[config.mk]
export PLATFORM = sky130hd
export DESIGN_NAME = atc_ctrl
export DESIGN_NICKNAME = d
export VERILOG_FILES = /design/src/include/atc_pkg.sv /design/src/hw/atc_clk_div.sv /design/src/hw/atc_trig_filter.sv /design/src/hw/atc_ctrl.sv
export SDC_FILE = /design/constraint.sdc
export NUM_CORES = 1
export LEC_CHECK = 0
export BUFFER_PORTS_ARGS = -buffer_cell sky130_fd_sc_hd__buf_2
export CAP_MARGIN = 40
export CORE_UTILIZATION = 40
export CTS_BUF_LIST = sky130_fd_sc_hd__clkbuf_4
export DETAILED_ROUTE_END_ITERATION = 6
export GPL_ROUTABILITY_DRIVEN = 0
export HOLD_SLACK_MARGIN = 0.02
export PLACE_DENSITY_LB_ADDON = 0.3
export RECOVER_POWER = 50
export REMOVE_ABC_BUFFERS = 1
export SYNTH_ARGS = -nofsm -noshare
export SYNTH_HDL_FRONTEND = slang
export SYNTH_SLANG_ARGS = --single-unit
[constraint.sdc]
create_clock -name core_clk -period 5.9 [get_ports core_clk]
set_clock_uncertainty 0.15 [all_clocks]
set_input_delay 1.18 -clock core_clk [delete_from_list [all_inputs] [get_ports core_clk]]
set_output_delay 1.18 -clock core_clk [all_outputs]
set_load 0.05 [all_outputs]
[src/include/atc_pkg.sv]
// Constants, register layouts, states and helpers for the converter trigger and timing control.
// Assumes an 8-bit register port and a single peripheral clock domain.
package atc_pkg;
    localparam logic [19:0] ATC_ADDR_REF_CMP = 20'hF0010;
    localparam logic [19:0] ATC_ADDR_TRIG_MODE = 20'hFFF32;
    localparam logic [7:0] ATC_REG_RESET = 8'h00;
    localparam logic [7:0] ATC_TRIG_WMASK = 8'hE3;
    localparam logic [7:0] ATC_REF_WMASK = 8'hFD;

    localparam logic [1:0] ATC_TMD_SW = 2'h0;
    localparam logic [1:0] ATC_TMD_HW_NOWAIT = 2'h2;
    localparam logic [1:0] ATC_TMD_HW_WAIT = 2'h3;

    localparam logic [1:0] ATC_TRS_TIMER = 2'h0;
    localparam logic [1:0] ATC_TRS_EVENT = 2'h1;
    localparam logic [1:0] ATC_TRS_CAL = 2'h2;
    localparam logic [1:0] ATC_TRS_ITV = 2'h3;

    localparam logic [1:0] ATC_REFP_VDD = 2'h0;
    localparam logic [1:0] ATC_REFP_PIN = 2'h1;
    localparam logic [1:0] ATC_REFP_INT = 2'h2;

    // Counts in conversion clocks unless noted
    localparam logic [6:0] ATC_STAB_NORMAL = 7'h08;
    localparam logic [6:0] ATC_STAB_LOWV = 7'h02;
    localparam logic [6:0] ATC_CONV_V1 = 7'h13;
    localparam logic [6:0] ATC_SAMP_V1 = 7'h07;
    localparam logic [6:0] ATC_CONV_V2 = 7'h11;
    localparam logic [6:0] ATC_SAMP_V2 = 7'h05;
    localparam logic [6:0] ATC_RES8_SHORTEN = 7'h02;
    // Peripheral clocks
    localparam logic [6:0] ATC_START_HW_WAIT = 7'h01;
    localparam logic [2:0] ATC_TRIG_BLOCK = 3'h4;

    typedef struct packed {
        logic [1:0] trig_mode;
        logic one_shot;
        logic [2:0] rsv;
        logic [1:0] trig_src;
    } atc_trig_cfg_type;

    typedef struct packed {
        logic [1:0] pos_ref;
        logic neg_ref;
        logic rsv4;
        logic range_check;
        logic low_power_wake_conversion;
        logic rsv1;
        logic res8;
    } atc_ref_cfg_type;

    typedef enum logic [1:0] {ATC_ST_IDLE, ATC_ST_START, ATC_ST_STAB, ATC_ST_CONV} atc_state_type;

    function automatic logic [6:0] atc_divisor(input logic [2:0] code);
        case (code)
            3'h0: return 7'h40;
            3'h1: return 7'h20;
            3'h2: return 7'h10;
            3'h3: return 7'h08;
            3'h4: return 7'h06;
            3'h5: return 7'h05;
            3'h6: return 7'h04;
            default: return 7'h02;
        endcase
    endfunction
endpackage

[src/hw/atc_clk_div.sv]
// Conversion clock enable generator: one pulse every divisor peripheral clocks.
// Assumes the divider code is only changed while conversion is stopped.
`timescale 1ns/1ps
module atc_clk_div
    import atc_pkg::*;
(
    input wire logic core_clk,
    input wire logic rst_n,
    input wire logic restart,
    input wire logic [2:0] div_code,
    output logic fad_en
);
    logic [6:0] cnt_q, cnt_d, gap_q, gap_d, last;

    always_comb
    begin
        last = atc_divisor(div_code) - 7'h01;
        cnt_d = (restart || cnt_q >= last) ? 7'h00 : cnt_q + 7'h01;
        gap_d = (restart || fad_en) ? 7'h01 : gap_q + 7'h01;
    end

    // Restart realigns phase so the first conversion clock is a full period
    assign fad_en = !restart && (cnt_q >= last);

    always_ff @(posedge core_clk)
    begin
        if (!rst_n)
        begin
            cnt_q <= 7'h00;
            gap_q <= 7'h01;
        end
        else
        begin
            cnt_q <= cnt_d;
            gap_q <= gap_d;
        end
    end
endmodule

[src/hw/atc_trig_filter.sv]
// Hardware trigger source select with re-trigger guard for calendar and interval sources while low-power wake conversion is clear.
// Assumes trigger sources are one-cycle pulses on the peripheral clock.
`timescale 1ns/1ps
module atc_trig_filter
    import atc_pkg::*;
(
    input wire logic core_clk,
    input wire logic rst_n,
    input wire logic [1:0] src_sel,
    input wire logic low_power_wake,
    input wire logic [3:0] irq_vec,
    output logic trig
);
    logic [2:0] block_q, block_d;
    logic guarded;

    always_comb
    begin
        guarded = (src_sel == ATC_TRS_CAL || src_sel == ATC_TRS_ITV) && !low_power_wake;
        trig = irq_vec[src_sel] && !(guarded && block_q != 3'h0);
        if (trig && guarded)
            block_d = ATC_TRIG_BLOCK;
        else if (block_q != 3'h0)
            block_d = block_q - 3'h1;
        else
            block_d = 3'h0;
    end

    always_ff @(posedge core_clk)
    begin
        if (!rst_n)
            block_q <= 3'h0;
        else
            block_q <= block_d;
    end
endmodule

[src/hw/atc_ctrl.sv]
// Converter trigger, timing and reference control: mode registers, sequencer, trigger handling.
// Assumes an 8-bit register write port and conversion-control bits supplied as plain inputs.
`timescale 1ns/1ps
module atc_ctrl
    import atc_pkg::*;
(
    input wire logic core_clk,
    input wire logic rst_n,
    input wire logic [19:0] reg_addr,
    input wire logic reg_wr_en,
    input wire logic [7:0] reg_wdata,
    output logic [7:0] reg_rdata,
    input wire logic [2:0] clock_divider_sel,
    input wire logic [1:0] timing_mode_sel,
    input wire logic comparator_enable,
    input wire logic scan_mode,
    input wire logic run_flag_wr_en,
    input wire logic run_flag_wr_val,
    input wire logic channel_rewrite,
    input wire logic timer_channel1_irq,
    input wire logic event_link_trig,
    input wire logic clock_calendar_irq,
    input wire logic interval_timer_irq,
    output logic conversion_run_flag,
    output logic conversion_done_irq,
    output logic start_wait_active,
    output logic stab_wait_active,
    output logic sampling_active,
    output logic approx_active,
    output logic [1:0] scan_channel,
    output logic pos_ref_vdd,
    output logic pos_ref_pin,
    output logic pos_ref_internal,
    output logic resolution_8bit
);
    atc_trig_cfg_type trig_cfg_q, trig_cfg_d;
    atc_ref_cfg_type ref_cfg_q, ref_cfg_d;
    atc_state_type state_q, state_d;
    logic run_q, run_d, done_q, done_d;
    logic [6:0] cnt_q, cnt_d, seen_q, seen_d;
    logic [1:0] scan_q, scan_d;
    logic fad_en, div_restart, hw_trig;
    logic sw_mode, nowait_mode, wait_mode, sw_start, last_conv, conv_end;
    logic [6:0] stab_len, conv_len, samp_len, start_len, conv_pos;

    atc_clk_div u_div (
        .core_clk(core_clk),
        .rst_n(rst_n),
        .restart(div_restart),
        .div_code(clock_divider_sel),
        .fad_en(fad_en)
    );

    atc_trig_filter u_trig (
        .core_clk(core_clk),
        .rst_n(rst_n),
        .src_sel(trig_cfg_q.trig_src),
        .low_power_wake(ref_cfg_q.low_power_wake_conversion),
        .irq_vec({interval_timer_irq, clock_calendar_irq, event_link_trig, timer_channel1_irq}),
        .trig(hw_trig)
    );

    // Register port; reserved bits are masked to read zero, except rsv4 of the reference register, which stays writable
    always_comb
    begin
        trig_cfg_d = trig_cfg_q;
        ref_cfg_d = ref_cfg_q;
        if (reg_wr_en && reg_addr == ATC_ADDR_TRIG_MODE)
            trig_cfg_d = atc_trig_cfg_type'(reg_wdata & ATC_TRIG_WMASK);
        if (reg_wr_en && reg_addr == ATC_ADDR_REF_CMP)
            ref_cfg_d = atc_ref_cfg_type'(reg_wdata & ATC_REF_WMASK);
        if (reg_addr == ATC_ADDR_TRIG_MODE)
            reg_rdata = trig_cfg_q;
        else if (reg_addr == ATC_ADDR_REF_CMP)
            reg_rdata = ref_cfg_q;
        else
            reg_rdata = 8'h00;
    end

    always_ff @(posedge core_clk)
    begin
        if (!rst_n)
        begin
            trig_cfg_q <= atc_trig_cfg_type'(ATC_REG_RESET);
            ref_cfg_q <= atc_ref_cfg_type'(ATC_REG_RESET);
        end
        else
        begin
            trig_cfg_q <= trig_cfg_d;
            ref_cfg_q <= ref_cfg_d;
        end
    end

    // Timing selection; code 01 of the trigger mode is handled as software mode
    always_comb
    begin
        sw_mode = !trig_cfg_q.trig_mode[1];
        nowait_mode = trig_cfg_q.trig_mode == ATC_TMD_HW_NOWAIT;
        wait_mode = trig_cfg_q.trig_mode == ATC_TMD_HW_WAIT;
        stab_len = timing_mode_sel[1] ? ATC_STAB_LOWV : ATC_STAB_NORMAL;
        conv_len = timing_mode_sel[0] ? ATC_CONV_V2 : ATC_CONV_V1;
        if (ref_cfg_q.res8)
            conv_len = conv_len - ATC_RES8_SHORTEN;
        samp_len = timing_mode_sel[0] ? ATC_SAMP_V2 : ATC_SAMP_V1;
        // Software and no-wait start time is one period short of the divisor
        start_len = wait_mode ? ATC_START_HW_WAIT : atc_divisor(clock_divider_sel) - 7'h01;
        last_conv = trig_cfg_q.one_shot && (!scan_mode || scan_q == 2'h3);
        conv_end = state_q == ATC_ST_CONV && fad_en && cnt_q == 7'h00;
        sw_start = comparator_enable && sw_mode
            && ((run_flag_wr_en && run_flag_wr_val) || (channel_rewrite && run_q));
        conv_pos = conv_len - 7'h01 - cnt_q;
    end

    always_comb
    begin
        state_d = state_q;
        run_d = run_q;
        cnt_d = cnt_q;
        scan_d = scan_q;
        done_d = 1'b0;
        div_restart = 1'b0;
        case (state_q)
            ATC_ST_IDLE:
            begin
                // Triggers outside idle are dropped; spacing is software's duty
                if (hw_trig && comparator_enable && (wait_mode || (nowait_mode && run_q)))
                begin
                    state_d = ATC_ST_START;
                    cnt_d = start_len - 7'h01;
                    scan_d = 2'h0;
                    run_d = 1'b1;
                end
            end
            ATC_ST_START:
            begin
                if (cnt_q == 7'h00)
                begin
                    div_restart = 1'b1;
                    if (wait_mode)
                    begin
                        state_d = ATC_ST_STAB;
                        cnt_d = stab_len - 7'h01;
                    end
                    else
                    begin
                        state_d = ATC_ST_CONV;
                        cnt_d = conv_len - 7'h01;
                    end
                end
                else
                    cnt_d = cnt_q - 7'h01;
            end
            ATC_ST_STAB:
            begin
                if (fad_en)
                begin
                    if (cnt_q == 7'h00)
                    begin
                        state_d = ATC_ST_CONV;
                        cnt_d = conv_len - 7'h01;
                    end
                    else
                        cnt_d = cnt_q - 7'h01;
                end
            end
            ATC_ST_CONV:
            begin
                if (conv_end)
                begin
                    done_d = 1'b1;
                    scan_d = scan_mode ? scan_q + 2'h1 : 2'h0;
                    if (last_conv)
                    begin
                        state_d = ATC_ST_IDLE;
                        // No-wait one-shot keeps the flag set for the next trigger
                        if (!nowait_mode)
                            run_d = 1'b0;
                    end
                    else
                        cnt_d = conv_len - 7'h01;
                end
                else if (fad_en)
                    cnt_d = cnt_q - 7'h01;
            end
            default:
            begin
                state_d = ATC_ST_IDLE;
            end
        endcase
        // Software set wins over the end-of-conversion clear
        if (sw_start)
        begin
            state_d = ATC_ST_START;
            cnt_d = start_len - 7'h01;
            scan_d = 2'h0;
            run_d = 1'b1;
        end
        else if (run_flag_wr_en && run_flag_wr_val && nowait_mode)
            run_d = 1'b1;
        if (run_flag_wr_en && !run_flag_wr_val)
        begin
            run_d = 1'b0;
            state_d = ATC_ST_IDLE;
        end
        // Each conversion of a sequential or scan run counts its own clocks
        seen_d = (state_d != state_q || conv_end) ? 7'h00 : seen_q + {6'h00, fad_en};
    end

    always_ff @(posedge core_clk)
    begin
        if (!rst_n)
        begin
            state_q <= ATC_ST_IDLE;
            run_q <= 1'b0;
            cnt_q <= 7'h00;
            scan_q <= 2'h0;
            done_q <= 1'b0;
            seen_q <= 7'h00;
        end
        else
        begin
            state_q <= state_d;
            run_q <= run_d;
            cnt_q <= cnt_d;
            scan_q <= scan_d;
            done_q <= done_d;
            seen_q <= seen_d;
        end
    end

    assign conversion_run_flag = run_q;
    assign conversion_done_irq = done_q;
    assign start_wait_active = state_q == ATC_ST_START;
    assign stab_wait_active = state_q == ATC_ST_STAB;
    assign sampling_active = state_q == ATC_ST_CONV && conv_pos < samp_len;
    assign approx_active = state_q == ATC_ST_CONV && conv_pos >= samp_len;
    assign scan_channel = scan_q;
    assign pos_ref_vdd = ref_cfg_q.pos_ref == ATC_REFP_VDD;
    assign pos_ref_pin = ref_cfg_q.pos_ref == ATC_REFP_PIN;
    assign pos_ref_internal = ref_cfg_q.pos_ref == ATC_REFP_INT;
    assign resolution_8bit = ref_cfg_q.res8;
endmodule

==> results.yml <==
timing:
  fin_crit_ps: 4970
  period_share: 0.842
  timing.setup.tns_ps: 0
  fmax_mhz: 201
  whs_ps: 266
  slew_headroom: 0.404
  hold_viol_final: 0
  rsz0062_at_grt: "false"
  finalMaxSlewViolations: 0
  tightest_slew_ps: 888
  setup_viol: 0
worst_setup_path:
  worstPathRequired_ps: 4570
  crit_arrival_ps: 3640
  end_kind: "primary output"
  r2r_slack_ps: 2700
  critPathKind: "in -> out"
  critPathLaunchType: "input port"
  critPathMaxFanout: 3
  worstRegToRegCells: 9
clocking:
  insertion_delay_ps: 350
  cts_tree: "done"
  holdBufCountCts: 0
  cts_max_path_buffers: 2
  cts_inserted_buffers: 5
  clockRootBuffer: "clkbuf_4"
  htree_levels: 2
  clk_pin_slew_ps: 110
  cts_sinks: 35
  cts_resized: 0
  postCtsSetupBuffers: 0
finish:
  antennaDiodeCount: 0
  design_area_um2: 3140
  final_nets: 470
  instances_no_fill: 477
  area_delta_synth_final_pct: 13.6
  final_util: 0.484
  drive_gt1_frac: 0.188
  layout_commonest_cell: "buf_2"
  final_cell_mix: "buf_2, nor2_1, dfxtp_1, nand2_1, ha_1"
run:
  maxCapViolCount: 0
synth:
  synthArstFlopShare: 0
  synth_seq_cells: 35
  synth_cell_types: 62
  syn_inst: 339
  ys_dominant_reg_cell: "dfxtp_1"
  ys_warn_count: 0
  synth_seq_area_share: 0.253
  syn_area_um2: 2770
  synth_edf_count: 0
  syn_area_per_cell_um2: 8.16
place:
  dp_cells: 469
  io_buffers: 64
  placed_cell_area_um2: 3110
  dp_hpwl_um: 5330
worst_hold_path:
  hold_path_depth: 1
  hold_class: "reg -> reg"
detailed_routing:
  drcViolationCount: 0
  drt_iter0_markers: 166
  wl_per_cell_um: 14.1
  ant_nets: 0
  vias: 2641
  wirelength_um: 6750
  via_per_inst: 5.54
  first_pass_iters: 4
global_route:
  grt_max_degree: 17
  grt_pass1_vias: 2435
  grt_overflow: 0
  grtUsageTotal: 0.190
  antenna_found_initial: 0
  grt_pass1_wl_um: 11100
die:
  die_area_um2: 7250
  coreArea_um2: 6490
  rows: 29
  io-pin-count: 65
  fp.dieH_um: 85.2
  die_w_um: 85.2
  start_util: 0.426
pwr:
  ir_worst_vdd_mv: 0.0985
  power.density_nw_per_um2: 212
  p_leak_nw: 1.43
run_status:
  status: "finished, final reports clean"
[report_power, final]
part | total [W] | internal, W | switching [W]
combinational | 0.000258 | 0.000107 | 0.000151
sequential | 0.000274 | 0.000256 | 0.0000174
clock | 0.000135 | 0.0000455 | 0.0000897
total | 0.000667 | 0.000409 | 0.000258
[routing by layer]
| layer | vias to the layer above | track usage | routed length [um] |
|---|---|---|---|
| met2 | 74 | 0.313 | 3110 |
| met5 | - | 0 | 0 |
| met1 | 1210 | 0.254 | 3190 |
| met4 | 0 | 0.0555 | 95 |
| li1 | 1345 | - | - |
| met3 | 12 | 0.0321 | 353 |
[cell usage after synthesis (3+ instances only)]
cell type | count | area share
a211oi_1 | 7 | 0.019
a21oi_1 | 12 | 0.022
a22o_1 | 4 | 0.013
a31oi_1 | 6 | 0.014
and2_1 | 6 | 0.014
and3_1 | 4 | 0.0090
buf_6 | 4 | 0.016
clkbuf_1 | 5 | 0.0068
dfxtp_1 | 35 | 0.25
ha_1 | 25 | 0.11
inv_1 | 20 | 0.027
mux2i_1 | 16 | 0.058
nand2_1 | 31 | 0.042
nand2b_1 | 7 | 0.016
nand3_1 | 16 | 0.029
nand4_1 | 4 | 0.0090
nor2_1 | 43 | 0.058
nor2b_1 | 5 | 0.011
nor4_1 | 4 | 0.0090
o211ai_1 | 3 | 0.0081
o21ai_0 | 14 | 0.025
o21bai_1 | 3 | 0.0081
o221ai_1 | 3 | 0.0095
o31ai_1 | 3 | 0.0081
or2_2 | 3 | 0.0068
xnor2_1 | 8 | 0.025
xor2_1 | 7 | 0.022
[stage by stage]
stage / setup WS, ps / total power [W]
2_1_floorplan: 1160 / 0.000472
3_3_place_gp: 991 / 0.000535
3_5_place_dp: 917 / 0.000540
4_1_cts: 910 / 0.000677
5_1_grt: 759 / 0.000719
6_report: 930 / 0.000667
[sequential cells by signal (all words and copies together), names as in the netlist, 2 cells and up]
name,count
u_trig.block_q,3
ref_cfg_q,6
u_div.cnt_q,7
state_q,2
trig_cfg_q,5
scan_channel,2
cnt_q,7
[worst max-delay path: stages]
cell and delay (ps):
buf_2 110, ha_1 340, fa_1 500, inv_1 40, ha_1 260, a21oi_1 140, o221ai_1 130, a2111oi_0 500
and2_1 200, buf_2 250
[logic make-up after synthesis]
logic type	share of synthesized area
and+or+nand+nor	0.256
AOI/OAI and AO/OA	0.197
DFF	0.253
buffers and inverters	0.0565
adders and majority gates	0.120
muxes	0.0701
xor gates and xnor gates	0.0475
[area by class of cell]
cell class / instances / area, um^2
inverter: 20 / 75.1
multi-input combinational: 272 / 1900
sequential: 35 / 701
fill: 643 / 3350
clock inverter: 3 / 20.0
clock buffer: 5 / 37.5
tap: 77 / 96.3
timing repair buffer: 65 / 315
[worst paths after layout]
path                           start                end
hold / removal     u_trig.block_q[0]  u_trig.block_q[0]
setup / recovery  timing_mode_sel[0]    sampling_active
hold reg to reg    u_trig.block_q[0]  u_trig.block_q[0]
setup reg to reg      u_div.cnt_q[0]           cnt_q[3]
No activity file was read; power rests on OpenSTA's default activity.
